## src/core/gpio_defines.svh

```systemverilog
// Purpose: Register indices, field positions, reset values and pin groups of the GPIO output block
// Assumes: Register byte address is four times the register index
// Notes:   Definitions only
`ifndef GPIO_DEFINES_SVH
`define GPIO_DEFINES_SVH

// --------------------------------------------------------------------------
// Register indices
// --------------------------------------------------------------------------
`define IDX_HIGH_BYTE_OUT_DATA     7'h40
`define IDX_HIGH_BYTE_OUT_ENABLE   7'h42
`define IDX_GROUP_SELECT           7'h44
`define IDX_TOP_NIBBLE_OUT_DATA    7'h45
`define IDX_TOP_NIBBLE_OUT_ENABLE  7'h47
`define IDX_LOW_BYTE_OUT_DATA      7'h48
`define IDX_LOW_BYTE_OUT_ENABLE    7'h4A

// --------------------------------------------------------------------------
// Fields, reset values and pin groups
// --------------------------------------------------------------------------
`define GROUP0_SELECT_BIT          0
`define GROUP1_SELECT_BIT          1
`define TOP_NIBBLE_BITS            4
`define REG_RESET_VALUE            8'h00
`define GROUP0_PIN_MASK            20'h3_0F00
`define GROUP1_PIN_MASK            20'hC_F000
`define UNGROUPED_PIN_MASK         20'h0_00FF

`endif

```

## src/core/gpio_pkg.sv

```systemverilog
// Purpose: Types shared by the GPIO output block
// Assumes: Nothing beyond the defines header
// Notes:   Constants live in gpio_defines.svh
package gpio_pkg;

  // Register byte as stored
  typedef logic [7:0] reg_byte_t;

  // Avalon handshake phases
  typedef enum logic [0:0] {HS_IDLE, HS_ANSWER} handshake_t;

endpackage : gpio_pkg

```

## src/core/pin_drive_if.sv

```systemverilog
// Purpose: Carries per-pin drive requests to the driver bank and its registered pin outputs back
// Assumes: One clock domain
// Notes:   Width is the number of pins
`timescale 1ns/1ns
interface pin_drive_if #(parameter int N_PINS = 20);
  logic [N_PINS-1:0] level;
  logic [N_PINS-1:0] enable;
  logic [N_PINS-1:0] pin_out;
  logic [N_PINS-1:0] pin_oe_n;

  modport ctrl (output level, output enable, input pin_out, input pin_oe_n);
  modport bank (input level, input enable, output pin_out, output pin_oe_n);
endinterface : pin_drive_if

```

## src/core/gpio_driver_bank.sv

```systemverilog
// Purpose: Registers the output level and active-low driver enable of each pin
// Assumes: Enable already combines the enable bit and the group grant
// Notes:   Every pin output comes straight from a flip-flop
`timescale 1ns/1ns
module gpio_driver_bank #(
  parameter int N_PINS = 20
) (
  input  wire logic clk,
  input  wire logic rst_n,
  pin_drive_if.bank drv
);

  // --------------------------------------------------------------------------
  // Elaboration check
  // --------------------------------------------------------------------------
  if (N_PINS < 1) begin : g_bad_width
    $error("gpio_driver_bank needs at least one pin");
  end

  // --------------------------------------------------------------------------
  // Pin drive registers
  // --------------------------------------------------------------------------
  // Disabled pins also drive a low level internally so nothing floats inside
  always_ff @(posedge clk or negedge rst_n) begin
    if (!rst_n) begin
      drv.pin_out  <= '0;
      drv.pin_oe_n <= '1;
    end else begin
      drv.pin_out  <= drv.level & drv.enable;
      drv.pin_oe_n <= ~drv.enable;
    end
  end

endmodule : gpio_driver_bank

```

## src/core/gpio_output_block.sv

```systemverilog
// Purpose: Write-only GPIO output data, driver enable and group select registers behind Avalon-MM
// Assumes: Pin inputs synchronous to clk; byte address is four times the register index
// Notes:   Reads at data offsets return live pin levels; other reads return zero
//
// The Avalon-MM slave port is this design's own decision.
`timescale 1ns/1ns
`include "gpio_defines.svh"

// Notes on behaviour
// Register 0x48 bits 0..7 set output levels of pins 0..7.
// Register 0x40 bits 0..7 set output levels of pins 8..15.
// Register 0x45 bits 0..3 set levels of pins 16..19; upper bits reserved.
// Enable bit one turns the driver on; zero tristates it, pin is input.
// Register 0x42 bits 0..7 enable drivers of pins 8..15.
// Another enable register: bits 0..3 enable pins 16..19, upper bits reserved.
// Twelve shared pins form two groups of six, each switched by one bit.
// Select bit 0 one gives pins 8..11, 16, 17 to GPIO; zero to line 0.
// Select bit 1 one gives pins 12..15, 18, 19 to GPIO; zero to line 1.
// Group select gates only drivers; pin inputs are always sampled.
// All data, enable and select bits clear on reset; all drivers off.
// Group select zero keeps all six group outputs disabled whatever enables say.
// Pin levels are readable at the same addresses as the output registers.
// Software writes zero to all reserved bits.
module gpio_output_block
  import gpio_pkg::*;
#(
  parameter int ADDR_W = 9,
  parameter int N_PINS = 20
) (
  input  wire logic              clk,
  input  wire logic              rst_n,
  input  wire logic [ADDR_W-1:0] address,
  input  wire logic              read,
  input  wire logic              write,
  input  wire logic [31:0]       writedata,
  input  wire logic [3:0]        byteenable,
  output logic      [31:0]       readdata,
  output logic                   waitrequest,
  input  wire logic [N_PINS-1:0] pin_in,
  output logic      [N_PINS-1:0] pin_out,
  output logic      [N_PINS-1:0] pin_oe_n,
  output logic                   line0_owns_pins,
  output logic                   line1_owns_pins
);

  // --------------------------------------------------------------------------
  // Elaboration checks
  // --------------------------------------------------------------------------
  if (ADDR_W < 9) begin : g_bad_addr
    $error("gpio_output_block needs at least 9 address bits");
  end
  if (N_PINS != 20) begin : g_bad_pins
    $error("gpio_output_block serves exactly 20 pins");
  end

  // --------------------------------------------------------------------------
  // Registers and handshake state
  // --------------------------------------------------------------------------
  reg_byte_t  low_byte_out_data_reg;
  reg_byte_t  high_byte_out_data_reg;
  reg_byte_t  top_nibble_out_data_reg;
  reg_byte_t  low_byte_out_enable_reg;
  reg_byte_t  high_byte_out_enable_reg;
  reg_byte_t  top_nibble_out_enable_reg;
  logic [1:0] group_select_reg;
  handshake_t hs_state;
  logic       wr_fire;
  logic       rd_fire;
  logic       word_hit;
  logic [6:0] reg_index;
  logic [31:0] next_readdata;
  logic [N_PINS-1:0] granted;

  pin_drive_if #(.N_PINS(N_PINS)) drv ();

  assign reg_index = address[8:2];
  // Every address bit above the register window must be zero, so wider buses do not alias the block
  assign word_hit  = (address[1:0] == 2'b00) && ((address >> 9) == '0);
  assign wr_fire   = write && !waitrequest;
  assign rd_fire   = read && !waitrequest;

  // --------------------------------------------------------------------------
  // Avalon handshake
  // --------------------------------------------------------------------------
  // One wait cycle, then a single answer cycle with waitrequest low
  always_ff @(posedge clk or negedge rst_n) begin
    if (!rst_n) begin
      hs_state    <= HS_IDLE;
      waitrequest <= 1'b1;
    end else if (hs_state == HS_IDLE && (read || write)) begin
      hs_state    <= HS_ANSWER;
      waitrequest <= 1'b0;
    end else begin
      hs_state    <= HS_IDLE;
      waitrequest <= 1'b1;
    end
  end

  // --------------------------------------------------------------------------
  // Read path
  // --------------------------------------------------------------------------
  // Pin levels are visible regardless of group select or enables
  always_comb begin
    next_readdata = 32'h0000_0000;
    if (word_hit) begin
      unique case (reg_index)
        `IDX_LOW_BYTE_OUT_DATA:   next_readdata[7:0] = pin_in[7:0];
        `IDX_HIGH_BYTE_OUT_DATA:  next_readdata[7:0] = pin_in[15:8];
        `IDX_TOP_NIBBLE_OUT_DATA: next_readdata[3:0] = pin_in[19:16];
        default:                  next_readdata = 32'h0000_0000;
      endcase
    end
  end

  // Read data captured at the edge that lowers waitrequest
  always_ff @(posedge clk or negedge rst_n) begin
    if (!rst_n) begin
      readdata <= 32'h0000_0000;
    end else if (hs_state == HS_IDLE && read) begin
      readdata <= next_readdata;
    end
  end

  // --------------------------------------------------------------------------
  // Output data registers
  // --------------------------------------------------------------------------
  always_ff @(posedge clk or negedge rst_n) begin
    if (!rst_n) begin
      low_byte_out_data_reg   <= `REG_RESET_VALUE;
      high_byte_out_data_reg  <= `REG_RESET_VALUE;
      top_nibble_out_data_reg <= `REG_RESET_VALUE;
    end else if (wr_fire && word_hit && byteenable[0]) begin
      if (reg_index == `IDX_LOW_BYTE_OUT_DATA) begin
        low_byte_out_data_reg <= writedata[7:0];
      end
      if (reg_index == `IDX_HIGH_BYTE_OUT_DATA) begin
        high_byte_out_data_reg <= writedata[7:0];
      end
      if (reg_index == `IDX_TOP_NIBBLE_OUT_DATA) begin
        top_nibble_out_data_reg <= {4'h0, writedata[3:0]};
      end
    end
  end

  // --------------------------------------------------------------------------
  // Output enable registers
  // --------------------------------------------------------------------------
  always_ff @(posedge clk or negedge rst_n) begin
    if (!rst_n) begin
      low_byte_out_enable_reg   <= `REG_RESET_VALUE;
      high_byte_out_enable_reg  <= `REG_RESET_VALUE;
      top_nibble_out_enable_reg <= `REG_RESET_VALUE;
    end else if (wr_fire && word_hit && byteenable[0]) begin
      if (reg_index == `IDX_LOW_BYTE_OUT_ENABLE) begin
        low_byte_out_enable_reg <= writedata[7:0];
      end
      if (reg_index == `IDX_HIGH_BYTE_OUT_ENABLE) begin
        high_byte_out_enable_reg <= writedata[7:0];
      end
      if (reg_index == `IDX_TOP_NIBBLE_OUT_ENABLE) begin
        top_nibble_out_enable_reg <= {4'h0, writedata[3:0]};
      end
    end
  end

  // --------------------------------------------------------------------------
  // Group select register
  // --------------------------------------------------------------------------
  // Reserved upper bits are dropped; software keeps them zero
  always_ff @(posedge clk or negedge rst_n) begin
    if (!rst_n) begin
      group_select_reg <= 2'b00;
    end else if (wr_fire && word_hit && byteenable[0] && reg_index == `IDX_GROUP_SELECT) begin
      group_select_reg <= writedata[1:0];
    end
  end

  // Tells the line interfaces which groups they still own
  always_ff @(posedge clk or negedge rst_n) begin
    if (!rst_n) begin
      line0_owns_pins <= 1'b1;
      line1_owns_pins <= 1'b1;
    end else begin
      line0_owns_pins <= !group_select_reg[`GROUP0_SELECT_BIT];
      line1_owns_pins <= !group_select_reg[`GROUP1_SELECT_BIT];
    end
  end

  // --------------------------------------------------------------------------
  // Driver gating
  // --------------------------------------------------------------------------
  // Each group grant covers all six of its pins as a whole
  assign granted = `UNGROUPED_PIN_MASK
                 | ({N_PINS{group_select_reg[`GROUP0_SELECT_BIT]}} & `GROUP0_PIN_MASK)
                 | ({N_PINS{group_select_reg[`GROUP1_SELECT_BIT]}} & `GROUP1_PIN_MASK);

  assign drv.level  = {top_nibble_out_data_reg[3:0], high_byte_out_data_reg, low_byte_out_data_reg};
  assign drv.enable = granted & {top_nibble_out_enable_reg[3:0], high_byte_out_enable_reg,
                                 low_byte_out_enable_reg};

  gpio_driver_bank #(.N_PINS(N_PINS)) u_bank (
    .clk   (clk),
    .rst_n (rst_n),
    .drv   (drv.bank)
  );

  assign pin_out  = drv.pin_out;
  assign pin_oe_n = drv.pin_oe_n;

  // --------------------------------------------------------------------------
  // Assertions
  // --------------------------------------------------------------------------
  logic any_write_seen;

  // Remembers whether any bus write, to any address, has been accepted since reset
  always_ff @(posedge clk or negedge rst_n) begin
    if (!rst_n) begin
      any_write_seen <= 1'b0;
    end else if (wr_fire) begin
      any_write_seen <= 1'b1;
    end
  end

  property p_low_data;
    @(posedge clk) disable iff (!rst_n)
    wr_fire && word_hit && byteenable[0] && reg_index == `IDX_LOW_BYTE_OUT_DATA && low_byte_out_enable_reg == 8'hFF
    ##1 low_byte_out_enable_reg == 8'hFF |-> ##1 pin_out[7:0] == $past(writedata[7:0], 2);
  endproperty
  a_low_data: assert property (p_low_data) else $error("low byte pins do not follow written data");

  property p_high_data;
    @(posedge clk) disable iff (!rst_n)
    wr_fire && word_hit && byteenable[0] && reg_index == `IDX_HIGH_BYTE_OUT_DATA
    |-> ##2 (pin_out[15:8] == ($past(writedata[7:0], 2) & ~pin_oe_n[15:8]));
  endproperty
  a_high_data: assert property (p_high_data) else $error("high byte pins do not follow written data");

  property p_top_data;
    @(posedge clk) disable iff (!rst_n)
    wr_fire && word_hit && byteenable[0] && reg_index == `IDX_TOP_NIBBLE_OUT_DATA
    |-> ##2 (pin_out[19:16] == ($past(writedata[3:0], 2) & ~pin_oe_n[19:16]));
  endproperty
  a_top_data: assert property (p_top_data) else $error("top nibble pins do not follow written data");

  property p_enable_off;
    @(posedge clk) disable iff (!rst_n)
    !low_byte_out_enable_reg[3] |=> pin_oe_n[3] && !pin_out[3];
  endproperty
  a_enable_off: assert property (p_enable_off) else $error("pin driven while its enable is zero");

  property p_high_enable;
    @(posedge clk) disable iff (!rst_n)
    wr_fire && word_hit && byteenable[0] && reg_index == `IDX_HIGH_BYTE_OUT_ENABLE && group_select_reg == 2'b11
    |-> ##2 pin_oe_n[15:8] == ~$past(writedata[7:0], 2);
  endproperty
  a_high_enable: assert property (p_high_enable) else $error("high byte drivers do not follow enable write");

  property p_top_enable;
    @(posedge clk) disable iff (!rst_n)
    wr_fire && word_hit && byteenable[0] && reg_index == `IDX_TOP_NIBBLE_OUT_ENABLE && group_select_reg == 2'b11
    |-> ##2 pin_oe_n[19:16] == ~$past(writedata[3:0], 2);
  endproperty
  a_top_enable: assert property (p_top_enable) else $error("top nibble drivers do not follow enable write");

  property p_group0_on;
    @(posedge clk) disable iff (!rst_n)
    group_select_reg[0] && top_nibble_out_enable_reg[1] |=> !pin_oe_n[17] && !line0_owns_pins;
  endproperty
  a_group0_on: assert property (p_group0_on) else $error("group 0 pin 17 not driven when granted");

  property p_group1_on;
    @(posedge clk) disable iff (!rst_n)
    group_select_reg[1] && high_byte_out_enable_reg[4] |=> !pin_oe_n[12] && !line1_owns_pins;
  endproperty
  a_group1_on: assert property (p_group1_on) else $error("group 1 pin 12 not driven when granted");

  property p_group_off;
    @(posedge clk) disable iff (!rst_n)
    (!group_select_reg[0] |=> (&pin_oe_n[11:8]) && (&pin_oe_n[17:16]))
    and (!group_select_reg[1] |=> (&pin_oe_n[15:12]) && (&pin_oe_n[19:18]));
  endproperty
  a_group_off: assert property (p_group_off) else $error("pin of a line-owned group is driven");

  property p_reset_clear;
    @(posedge clk) disable iff (!rst_n)
    !any_write_seen |-> (&pin_oe_n) && pin_out == '0 && line0_owns_pins && line1_owns_pins;
  endproperty
  a_reset_clear: assert property (p_reset_clear) else $error("drivers active before any write");

  property p_pin_read;
    @(posedge clk) disable iff (!rst_n)
    rd_fire && word_hit && reg_index == `IDX_HIGH_BYTE_OUT_DATA |-> readdata == {24'h00_0000, $past(pin_in[15:8])};
  endproperty
  a_pin_read: assert property (p_pin_read) else $error("pin read does not return pin levels");

  property p_top_read;
    @(posedge clk) disable iff (!rst_n)
    rd_fire && word_hit && reg_index == `IDX_TOP_NIBBLE_OUT_DATA && group_select_reg == 2'b00
    |-> readdata == {28'h000_0000, $past(pin_in[19:16])};
  endproperty
  a_top_read: assert property (p_top_read) else $error("pin read blocked while group unselected");

  c_group0_write: cover property (@(posedge clk) disable iff (!rst_n)
    wr_fire && reg_index == `IDX_GROUP_SELECT && writedata[0]);
  c_pin_driven: cover property (@(posedge clk) disable iff (!rst_n) !pin_oe_n[16] && pin_out[16]);
  c_pin_read: cover property (@(posedge clk) disable iff (!rst_n) rd_fire && reg_index == `IDX_LOW_BYTE_OUT_DATA);

endmodule : gpio_output_block

```

## config.mk

```make
export PLATFORM = sky130hd
export DESIGN_NAME = gpio_output_block
export DESIGN_NICKNAME = d
export VERILOG_FILES = /design/src/core/gpio_pkg.sv /design/src/core/pin_drive_if.sv /design/src/core/gpio_driver_bank.sv /design/src/core/gpio_output_block.sv
export VERILOG_INCLUDE_DIRS = /design/src /design/src/core
export SDC_FILE = /design/constraint.sdc
export NUM_CORES = 1
export LEC_CHECK = 0
export BUFFER_PORTS_ARGS = -buffer_cell sky130_fd_sc_hd__buf_2
export CORE_MARGIN = 3
export CORE_UTILIZATION = 52
export CTS_CLUSTER_DIAMETER = 50
export CTS_CLUSTER_SIZE = 16
export DETAILED_ROUTE_END_ITERATION = 10
export HOLD_SLACK_MARGIN = 0.15
export PLACE_DENSITY = 0.85
export RECOVER_POWER = 100
export SYNTH_ARGS = -nofsm -noshare
export SYNTH_HDL_FRONTEND = slang
export SYNTH_SLANG_ARGS = --single-unit
```

## constraint.sdc

```tcl
create_clock -name clk -period 3.5 [get_ports clk]
set_input_delay 0.35 -clock clk [delete_from_list [all_inputs] [get_ports clk]]
set_output_delay 0.35 -clock clk [all_outputs]
set_load 0.05 [all_outputs]
```

== Yosys cells after proc, flatten, opt, wreduce, memory -nomap -nowiden ==
Index checks and enable logic that the tools add are counted.
Operators by class
  eq/ne operators: 7
  muxes and demuxes: 5
  bitwise gates (word level): 5
  reduce and logical (&&, ||, !) cells: 17
Operators by type and width (count)
  equality test 7 bit (second input constant): 7
  AND 20 bit: 2
  NOT 20 bit: 1
  OR 18 x 20 -> 20 bit: 1
  case mux 4 bit (3 select lines): 1
  AND reduction 2 bit: 6
  2-to-1 mux 8 bit: 1
  case mux 4 bit (2 select lines): 1
  logical AND 1 bit: 6
  logical NOT 1 bit: 3
  logical NOT 2 bit: 1
  2-to-1 mux 1 bit: 2
  logical OR 1 bit: 1
  NOT 1 bit: 1
Storage, ports and cells
  register bits after elaboration: 118
  bits of input ports: 69
  output and inout bits: 75
  logic and storage cells: 48

== Depth between registers and ports, before layout ==
Gate-level depths: netlist of the first run.
  word-level depth: 5
  mapped depth: 4
  mapped depth without buffers: 3

== Hierarchy ==
From an unflattened synthesis of the first run, not the netlist that was laid out.
Second synthesis, totals
  cells, all modules: 286
  area, all modules: 3817.4 um^2
By module, submodules not included
  gpio_output_block: times used 1, cells each 206, area each 2591.2 um^2, seq. area each 1355.0 um^2
  gpio_driver_bank: times used 1, cells each 80, area each 1226.2 um^2, seq. area each 1026.0 um^2

== Worst setup path before layout of the first run ==
OpenSTA, ideal clock, no wires.
  path type: register to register
  from: register waitrequest
  to: register high_byte_out_data_reg[0]
  library setup time: 125 ps
  arrival: 1551 ps
  path slack: 1824 ps
  stages on the path, launching flop included: 5
  period minus slack after synthesis: 1676 ps
  path through: dfstp_2 nor4bb_1 clkbuf_1 nand4_2 mux2_2
On the way
  longest elaborated chain between the ends: 5
RTL lines
  from (decl): line gpio_output_block.sv:38  | output logic waitrequest,
  from (signal assigned): line gpio_output_block.sv:89  | waitrequest <= 1'b1;
  from (signal assigned): line gpio_output_block.sv:92  | waitrequest <= 1'b0;
  from (signal assigned): line gpio_output_block.sv:95  | waitrequest <= 1'b1;
  logical NOT 1 bit
  logical AND 1 bit: line gpio_output_block.sv:79  | assign wr_fire = write && !waitrequest;
  logical AND 1 bit (2 in a row): line gpio_output_block.sv:132  | end else if (wr_fire && word_hit && byteenable[0]) begin
  AND reduction 2 bit (no line)
  to (signal assigned): line gpio_output_block.sv:130  | high_byte_out_data_reg <= `REG_RESET_VALUE;
  to (signal assigned): line gpio_output_block.sv:137  | high_byte_out_data_reg <= writedata[7:0];
  to (decl): line gpio_output_block.sv:60  | reg_byte_t high_byte_out_data_reg;
Every way passes these cells.
A chain may end at the register's enable or synchronous reset.

== Worst setup path in the final report of the first run ==
  from: register waitrequest
  to: register low_byte_out_enable_reg[2]
On the way
  longest elaborated chain between the ends: 5
RTL lines
  logical NOT 1 bit
  logical AND 1 bit: line gpio_output_block.sv:79
  logical AND 1 bit (2 in a row): line gpio_output_block.sv:153  | end else if (wr_fire && word_hit && byteenable[0]) begin
  AND reduction 2 bit (no line)
  to (signal assigned): line gpio_output_block.sv:150  | low_byte_out_enable_reg <= `REG_RESET_VALUE;
  to (signal assigned): line gpio_output_block.sv:155  | low_byte_out_enable_reg <= writedata[7:0];
  to (decl): line gpio_output_block.sv:62  | reg_byte_t low_byte_out_enable_reg;
Every way passes these cells.

==> flow_metrics.py, run 1 <==
metrics = {
    "timing": {
        "layout_min_cycle_time_ns": 2.12,
        "finalHoldViolCount": 0,
        "tightest_slew_ns": 1.77,
        "slew_viol_final": 79,
        "setup_viol": 0,
        "rsz0062_at_grt": "no",
        "final.setup.tns_ns": 0,
        "finalClockSkew_ns": 0.0111,
        "finalCritPeriodShare": 0.604,
        "slew-limit-headroom": -0.181,
        "clock.fmax_mhz": 473,
        "setup_ws_ns": 1.38,
        "whs_ns": 0.283,
    },
    "place": {
        "place.gp.congestion": 0.743,
        "io_buffers": 92,
        "pre_cts_slack_ns": 1.47,
        "dp_hpwl_mm": 4.76,
        "dp_cells": 442,
    },
    "logic_synthesis": {
        "syn-cell-area_mm2": 0.00367,
        "synth_cells": 261,
        "syn_area_per_cell_um2": 14.1,
        "ys_seq_elements": 94,
        "synth.distinct_cells": 29,
        "synth_seq_area_share": 0.649,
        "synth-main-ff-cell": "dfrtp_1",
        "ys_warn_count": 0,
        "synth-edff-count": 0,
        "async_flop_share": 1.00,
    },
    "cts": {
        "cts_buffers": 9,
        "cts_buffer_depth": 2,
        "cts_tree": "yes",
        "root_buffer": "clkbuf_8",
        "cts-hold-fix-buffers": 0,
        "clock_latency_ns": 0.34,
        "cts.reportedPaths.clkPinSlew_ns": 0.09,
        "ctsHtreeMaxLevel": 3,
        "postCtsSetupBuffers": 0,
        "ctsResizeCount": 0,
        "clock-sinks": 94,
    },
    "cells_and_area": {
        "top_regs": "u_bank.drv.pin_oe_n (20), u_bank.drv.pin_out (20)",
        "fin_util": 0.648,
        "layout-drive-gt1-share": 0.353,
        "diodes": 0,
        "stdcell_count": 458,
        "nets": 429,
        "area_growth_pct": 16.6,
    },
    "grt": {
        "grt_pass1_wl_mm": 10.7,
        "gr-total-overflow": 0,
        "grt_pass1_vias": 2216,
        "grt_use_total": 0.169,
        "antenna_found_initial": 0,
        "grt_start_max_net_pins": 79,
    },
    "route": {
        "first_iter_violations": 63,
        "dr_total_vias": 2204,
        "antenna_left": 0,
        "finalWirelength_mm": 6.62,
        "wl_per_cell_um": 14.5,
        "viasPerCell": 4.81,
        "drc": 0,
        "dr.pass1.iters": 4,
    },
    "setup_path": {
        "worstSetupPathType": "register to register",
        "critPathLaunchType": "register",
        "cp.required_ns": 3.73,
        "path_max_fanout": 8,
        "arrival_ns": 2.34,
        "worstSetupEndpointType": "register",
    },
    "run_status": {
        "violations": "max-capacitance violations, max-slew violations",
        "status": "finished, violations left",
    },
    "power": {
        "net-switching-power_mw": 0.488,
        "powerDensity_mw_per_mm2": 478,
        "clkPwrFrac": 0.388,
        "peakVddDrop_mv": 0.226,
        "p_int_mw": 1.56,
        "sw_frac_of_total": 0.239,
        "leakagePower_nw": 2.11,
        "p_comb_frac": 0.073,
        "sequentialPowerShare": 0.538,
    },
    "floorplan": {
        "dieArea_mm2": 0.00810,
        "fp.dieH_um": 90.0,
        "floorplan.initialDensity": 0.555,
        "ios": 144,
        "core-area_mm2": 0.00660,
        "die_x_um": 90.0,
        "row_count": 29,
    },
    "flow_run": {
        "drv_cap": 1,
    },
    "worst_hold_path": {
        "hold_path_class": "primary input to register",
    },
}
## critical path, cell delays in order (launching register included)
cell and delay, ns:
dfstp_2 0.38, nor4bb_1 0.31, clkbuf_1 0.29, nand4_1 0.55
mux2_2 0.48
## synthesized netlist by cell type (all sizes together) (2+ instances only)
cell type  count  area [um^2]
inv           11         41.3
dfstp         23          604
nand2         20         75.1
nand3          3         15.0
dfrtp         71         1780
mux2          46          518
nor4b          3         41.3
mux2i          4         40.0
o31ai          4         30.0
nor2           3         11.3
nor2b          2         12.5
and2           9         56.3
o21ai          4         20.0
nand4          4         50.1
clkbuf         4         15.0
a22oi          4         30.0
buf           25          185
and3          12         75.1
## cell type report
class                      count  area, um^2
clock buffer                  10         138
sequential                    94        2380
multi-input combinational    150        1110
timing repair buffer          94         403
clock inverter                 6        91.3
fill                         546        2330
tap                           93         116
inverter                      11        41.3
## metrics by stage
step           power (mW)  cell area, um^2
5_1_grt              2.12             4280
6_report             2.04             4280
4_1_cts              2.06             4380
3_5_place_dp         1.28             4150
3_3_place_gp         1.27             4150
2_1_floorplan        1.24             3750
## worst paths after layout
check | startpoint | to | slack, ns | depth (start not counted)
min in group asynchronous | rst_n | u_bank.drv.pin_out[10]$_DFF_PN0_ | 0.47 | 1
worst min-delay path | writedata[4] | low_byte_out_data_reg[4]$_DFFE_PN0P_ | 0.28 | 2
worst max-delay path | waitrequest$_DFF_PN1_ | low_byte_out_enable_reg[2]$_DFFE_PN0P_ | 1.38 | 4
max in group asynchronous | rst_n | hs_state$_DFF_PN0_ | 1.50 | 2
worst max register to register | waitrequest$_DFF_PN1_ | low_byte_out_enable_reg[2]$_DFFE_PN0P_ | 1.38 | 4
worst min register to register | low_byte_out_enable_reg[5]$_DFFE_PN0P_ | u_bank.drv.pin_oe_n[5]$_DFF_PN1_ | 0.39 | 1
## power by group through the flow
stage | sequential, mW | clock [mW] | combinational (mW)
after floorplan | 1.13 | 0 | 0.106
after global placement | 1.12 | 0 | 0.151
after detailed placement | 1.12 | 0 | 0.155
after CTS | 1.10 | 0.808 | 0.155
after global routing | 1.10 | 0.851 | 0.163
final | 1.10 | 0.794 | 0.150
## placed cells by master (no fill, tap or decap), drive strengths merged, types with 2 or more instances in the layout
cell type   n
clkinv      2
bufinv      2
and3       12
nand3       3
inv        13
mux2       46
nor2        3
dfrtp      71
o21ai       4
nor2b       2
nand2      20
and2        9
conb       24
clkbuf     65
nand4       4
buf        39
nor4b       3
dfstp      23
o31ai       4
mux2i       4
a22oi       4
## routing by layer
layer | wire, um | global-route usage | vias up
met1 | 2880 | 0.221 | 1080
met5 | 0 | 0 | -
met4 | 57 | 0.0574 | 0
met2 | 3310 | 0.278 | 79
li1 | - | - | 1039
met3 | 370 | 0.0434 | 6
## cell families (layout without fill, tap and decap cells)
logic type / Yosys count / after routing / share of synthesized area
buf+inv: 40 / 121 / 0.0658
compound gates: 12 / 12 / 0.0218
simple gates: 64 / 64 / 0.110
other cells: 1 / 24 / 0.00102
flops: 94 / 94 / 0.649
mux: 50 / 50 / 0.152
Power figures use the tool's default switching activity.
==> inputs of run 2 (changes only) <==
Settings changed: ABC_AREA set to 1, CORE_UTILIZATION 52 to 49, PLACE_DENSITY 0.85 to 0.8.
Clock period 3.5 ns to 2 ns, I/O delays scaled along.
==> flow_metrics.py, run 2 <==
metrics = {
    "place": {
        "io_buffers": 92,
        "place.gp.congestion": 0.763,
        "dp_hpwl_mm": 5.15,
    },
    "floorplan": {
        "ios": 144,
        "core-area_mm2": 0.00741,
        "row_count": 31,
        "dieArea_mm2": 0.00886,
        "floorplan.initialDensity": 0.514,
        "fp.dieH_um": 94.1,
        "die_x_um": 94.1,
    },
    "setup_path": {
        "rrSetupSlack_ns": 0.49,
        "arrival_ns": 1.92,
        "endpoint": "high_byte_out_enable_reg[7]$_DFFE_PN0P_",
        "cp-startpoint": "address[0]",
        "path_max_fanout": 16,
        "cp.required_ns": 2.24,
        "critPathLaunchType": "primary input",
        "r2r_cells": 5,
        "reg2reg_from": "waitrequest$_DFF_PN1_",
        "worstSetupEndpointType": "register",
        "r2r_end": "high_byte_out_enable_reg[7]$_DFFE_PN0P_",
        "worstSetupPathType": "primary input to register",
    },
    "logic_synthesis": {
        "syn-cell-area_mm2": 0.00381,
        "synth_cells": 376,
        "yosysTopAreaCell": "dfrtp_1",
        "async_flop_share": 1.00,
        "yosysMostFrequentCell": "nand2_1",
        "ys_warn_count": 0,
        "synth-edff-count": 0,
        "ys_seq_elements": 94,
        "syn_area_per_cell_um2": 10.1,
        "synthDominantCellAreaShare": 0.467,
        "synth_commonest_cells": "nand2_1 (101), dfrtp_1 (71), inv_1 (46), buf_4 (26), dfstp_2 (23)",
        "synth_area_leaders": "dfrtp_1 (47%), dfstp_2 (16%), nand2_1 (10%)",
        "synth.distinct_cells": 24,
        "synth_seq_area_share": 0.626,
        "synth-main-ff-cell": "dfrtp_1",
    },
    "grt": {
        "gr-total-overflow": 0,
        "grt_pass1_wl_mm": 11.4,
        "grt_use_total": 0.167,
        "grt_start_max_net_pins": 33,
        "antenna_found_initial": 0,
        "grt_pass1_vias": 2505,
    },
    "cts": {
        "postCtsSetupBuffers": 0,
        "cts_buffer_depth": 2,
        "cts_tree": "yes",
        "clock-sinks": 94,
        "cts.reportedPaths.clkPinSlew_ns": 0.09,
        "ctsHtreeMaxLevel": 3,
        "cts_buffers": 9,
        "clock_latency_ns": 0.34,
        "root_buffer": "clkbuf_8",
        "ctsResizeCount": 0,
    },
    "route": {
        "dr.pass1.iters": 5,
        "first_iter_violations": 106,
        "dr_total_vias": 2667,
        "antenna_left": 0,
        "viasPerCell": 4.54,
        "wl_per_cell_um": 12.2,
        "finalWirelength_mm": 7.16,
        "drc": 0,
    },
    "power": {
        "p_int_mw": 2.68,
        "sequentialPowerShare": 0.544,
        "clkPwrFrac": 0.376,
        "p_comb_frac": 0.079,
        "leakagePower_nw": 2.25,
        "design_power_total_mw": 3.54,
        "powerDensity_mw_per_mm2": 794,
        "sw_frac_of_total": 0.242,
        "net-switching-power_mw": 0.856,
        "peakVddDrop_mv": 0.386,
    },
    "timing": {
        "clock.fmax_mhz": 594,
        "finalHoldViolCount": 0,
        "slew-limit-headroom": 0.380,
        "layout_min_cycle_time_ns": 1.68,
        "rsz0062_at_grt": "no",
        "slew_viol_final": 0,
        "whs_ns": 0.155,
        "finalCritPeriodShare": 0.841,
        "final.setup.tns_ns": 0,
        "setup_viol": 0,
        "finalClockSkew_ns": 0.00928,
        "tightest_slew_ns": 0.930,
    },
    "cells_and_area": {
        "nets": 554,
        "diodes": 0,
        "top_regs": "u_bank.drv.pin_oe_n (20), u_bank.drv.pin_out (20)",
        "layout_commonest_cell": "nand2_1",
        "layout_common_cells": "nand2_1 (101), dfrtp_1 (71), clkbuf_1 (55)",
        "layout-drive-gt1-share": 0.186,
        "area_growth_pct": 17.0,
    },
    "flow_run": {
        "drv_cap": 0,
    },
    "worst_hold_path": {
        "hold_path_class": "primary input to register",
    },
    "run_status": {
        "status": "complete, no violations",
    },
}
==> run 2: cell types whose count changed after synthesis, sizes merged, moves of 11 or more <==
cell	delta
mux2	-46
nor2	+22
o21ai	+38
and3	-11
inv	+37
nand2	+84
nand3	+22
==> run 2: worst max-delay path, stage by stage <==
cell and delay (ns):
dlygate4sd3_1 0.53, clkbuf_1 0.12, nor2_4 0.13, inv_1 0.12, nor2_8 0.20, nand3_2 0.31, o21ai_0 0.31
==> run 2: cells by family (layout without fill, tap and decap cells) <==
kind of cell           count (synthesis)  after routing  synth area share
AO/OA/AOI/OAI                         42             42            0.0671
buffers and inverters                 80            170             0.112
flip-flops                            94             94             0.626
AND/OR/NAND/NOR                      159            159             0.194
other                                  1             24          0.000985
==> run 2: worst min path at each step <==
stage            startpoint                                endpoint  slack (ns)  cells after the start
2_1_floorplan         rst_n         group_select_reg[0]$_DFFE_PN0P_        -0.1                      0
3_3_place_gp          rst_n        u_bank.drv.pin_out[18]$_DFF_PN0_        0.12                      1
3_5_place_dp          rst_n  top_nibble_out_data_reg[2]$_DFFE_PN0P_        0.13                      1
4_1_cts          address[1]                 readdata[3]$_DFFE_PN0P_        0.15                      4
5_1_grt        writedata[4]  low_byte_out_enable_reg[4]$_DFFE_PN0P_        0.15                      3
6_report       writedata[4]  low_byte_out_enable_reg[4]$_DFFE_PN0P_        0.15                      3
==> run 2: timing repair <==
action                                  in CTS  in global routing
endpoints found under the hold margin       83                  0
hold buffers                                12                  0
endpoints found under the setup margin       0                  0
==> run 2: layout make-up <==
cell class,instances,area (um^2)
clock inverter,5,83.8
multi-input combinational,225,1030
fill,678,2960
clock buffer,10,128
timing repair buffer,107,531
tap,99,124
inverter,48,180
sequential,94,2380
==> run 2: stage by stage <==
stage / area, um^2 / utilization / cells / worst slack, ns
2_1_floorplan: 3890 / - / 399 / 0.511
5_1_grt: 4450 / 0.601 / 588 / 0.216
3_5_place_dp: 4270 / 0.576 / 561 / 0.472
4_1_cts: 4600 / 0.621 / 588 / 0.385
3_3_place_gp: 4270 / 0.576 / 561 / 0.505
6_report: 4450 / 0.601 / 588 / 0.318
==> run 2: metal layers <==
layer	part of all wire	up-vias	routed length [um]	global-route usage
li1	-	1327	-	-
met1	0.41	1235	2950	0.208
met2	0.51	99	3640	0.289
met3	0.072	6	512	0.0329
met4	0.0073	0	52	0.0578
met5	0	-	0	0
==> run 2: power groups by stage <==
stage                     Clock [mW]  Combinational [mW]  Sequential, mW
after global placement             0               0.278            1.96
after floorplan                    0               0.198            1.98
after global routing            1.45               0.307            1.93
after CTS                       1.36               0.297            1.93
final                           1.33               0.281            1.93
after detailed placement           0               0.283            1.96
==> inputs of run 3 (changes only) <==
Settings changed: ABC_AREA 1 to 0, CORE_UTILIZATION 49 to 48, PLACE_DENSITY 0.8 to 0.79.
Clock period 2 ns to 1.7 ns, I/O delays scaled along.
==> flow_metrics.py, run 3 (same netlist as run 1, synthesis figures left out) <==
metrics = {
    "run_status": {
        "status": "complete, no violations",
    },
    "timing": {
        "setup_ws_ns": 0.119,
        "tightest_slew_ns": 0.837,
        "final.setup.tns_ns": 0,
        "slew-limit-headroom": 0.442,
        "finalHoldViolCount": 0,
        "finalCritPeriodShare": 0.930,
        "clock.fmax_mhz": 633,
        "finalClockSkew_ns": 0.00834,
        "layout_min_cycle_time_ns": 1.58,
        "setup_viol": 0,
        "rsz0062_at_grt": "no",
        "slew_viol_final": 0,
    },
    "power": {
        "sequentialPowerShare": 0.573,
        "powerDensity_mw_per_mm2": 880,
        "clkPwrFrac": 0.338,
        "leakagePower_nw": 2.20,
        "p_int_mw": 2.97,
        "peakVddDrop_mv": 0.331,
        "sw_frac_of_total": 0.249,
        "net-switching-power_mw": 0.985,
        "p_comb_frac": 0.089,
    },
    "cells_and_area": {
        "area_growth_pct": 22.6,
        "layout_commonest_cell": "dfrtp_1",
        "top_regs": "u_bank.drv.pin_oe_n (20), u_bank.drv.pin_out (20)",
        "nets": 456,
        "layout-drive-gt1-share": 0.347,
        "diodes": 0,
        "layout_common_cells": "dfrtp_1 (71), clkbuf_1 (54), mux2_2 (46)",
    },
    "setup_path": {
        "rrSetupSlack_ns": 0.12,
        "r2r_cells": 4,
        "worstPathCellList": "nor4bb_1, buf_4, nand3_1, mux2_2",
        "cp-startpoint": "waitrequest$_DFF_PN1_",
        "r2r_end": "top_nibble_out_enable_reg[1]$_DFFE_PN0P_",
        "arrival_ns": 1.81,
        "cp_slowest_cell": "dfstp_1",
        "worstSetupEndpointType": "register",
        "critPathLaunchType": "register",
        "reg2reg_from": "waitrequest$_DFF_PN1_",
        "worstSetupPathType": "register to register",
        "cp.required_ns": 1.93,
        "critPathMaxStageDelay_ns": 0.38,
        "path_max_fanout": 7,
    },
    "floorplan": {
        "fp.dieH_um": 93.4,
        "core-area_mm2": 0.00733,
        "die_x_um": 93.4,
        "dieArea_mm2": 0.00872,
        "floorplan.initialDensity": 0.500,
        "row_count": 31,
        "ios": 144,
    },
    "route": {
        "viasPerCell": 4.67,
        "finalWirelength_mm": 6.81,
        "met3_length_um": 499,
        "top_layer": "met4",
        "wl_per_cell_um": 13.9,
        "dr_total_vias": 2295,
        "wl_met2_mm": 3.40,
        "dr.pass1.iters": 4,
        "drc": 0,
        "wl_met1_mm": 2.86,
        "first_iter_violations": 76,
        "antenna_left": 0,
    },
    "worst_hold_path": {
        "worstHoldStart": "pin_in[12]",
        "hold_path_depth": 3,
        "hold_end": "readdata[4]$_DFFE_PN0P_",
        "hold_path_class": "primary input to register",
    },
    "cts": {
        "postCtsSetupBuffers": 0,
        "cts_tree": "yes",
        "root_buffer": "clkbuf_8",
        "cts_buffer_depth": 2,
        "ctsHtreeMaxLevel": 3,
        "cts.reportedPaths.clkPinSlew_ns": 0.09,
        "cts_buffers": 9,
        "clock_latency_ns": 0.35,
        "clock-sinks": 94,
    },
    "grt": {
        "grt_pass1_vias": 2317,
        "gr-total-overflow": 0,
        "grt_start_max_net_pins": 67,
        "grt_pass1_wl_mm": 10.9,
        "grt_use_total": 0.164,
        "antenna_found_initial": 0,
    },
    "flow_run": {
        "drv_cap": 0,
    },
    "place": {
        "dp_hpwl_mm": 4.75,
        "pre_cts_slack_ns": 0.0412,
        "place.gp.congestion": 0.728,
        "io_buffers": 92,
    },
}
## run 3: cell count changes in the layout (fill, tap and decap cells not counted), sizes merged, moves of 11 or more
cell and delta:
nand2 -84, mux2 +46, o21ai -38, inv -37, nand3 -22, nor2 -22, and3 +11
## run 3: layout make-up
| cell class | count | area, um^2 |
|---|---|---|
| fill | 612 | 2840 |
| tap | 99 | 124 |
| clock inverter | 5 | 31.3 |
| sequential | 94 | 2380 |
| timing repair buffer | 121 | 653 |
| clock buffer | 11 | 151 |
| inverter | 11 | 41.3 |
| multi-input combinational | 150 | 1110 |
## run 3: worst max-delay path by stage
stage               depth (start not counted)  slack [ns]                                        to
finish                                      4        0.12  top_nibble_out_enable_reg[1]$_DFFE_PN0P_
global route                                5        0.04      low_byte_out_data_reg[2]$_DFFE_PN0P_
CTS                                         4        0.12  top_nibble_out_enable_reg[1]$_DFFE_PN0P_
detailed placement                          4        0.04  top_nibble_out_enable_reg[1]$_DFFE_PN0P_
global placement                            4        0.11  top_nibble_out_enable_reg[3]$_DFFE_PN0P_
floorplan                                   4        0.02     high_byte_out_data_reg[0]$_DFFE_PN0P_
## run 3: worst max-delay path: cells and delay by family (launching register included)
family                 cells  cell delay, ns
buffers and inverters      1            0.21
AND/OR/NAND/NOR            2            0.51
multiplexers               1            0.36
flip-flops                 1            0.38
## run 3: routing by layer
layer  global-route usage  vias up
met5                    0        -
met4               0.0586        0
met1                0.202     1106
met3               0.0467        6
li1                     -     1095
met2                0.273       88
## run 3: repair_timing
| item | in CTS | in global routing |
|---|---|---|
| resized for setup | 0 | 0 |
| endpoints found under the hold margin | 127 | 0 |
| hold buffers | 20 | 0 |
## run 3: power by group through the flow
| stage | Combinational [mW] | Sequential [mW] | Clock [mW] |
|---|---|---|---|
| 6_report | 0.353 | 2.26 | 1.34 |
| 3_3_place_gp | 0.323 | 2.31 | 0 |
| 5_1_grt | 0.383 | 2.27 | 1.49 |
| 2_1_floorplan | 0.219 | 2.32 | 0 |
| 3_5_place_dp | 0.330 | 2.31 | 0 |
| 4_1_cts | 0.367 | 2.27 | 1.38 |
## run 3: stage by stage
step / hold slack (ns) / utilization / area, um^2 / cells / total power [mW]
detailed placement: -0.0127 / 0.576 / 4220 / 455 / 2.64
CTS: 0.152 / 0.628 / 4600 / 491 / 4.01
global placement: -0.0136 / 0.576 / 4220 / 455 / 2.63
floorplan: -0.126 / - / 3750 / 284 / 2.54
finish: 0.160 / 0.613 / 4490 / 491 / 3.95
global route: 0.163 / 0.613 / 4490 / 491 / 4.14
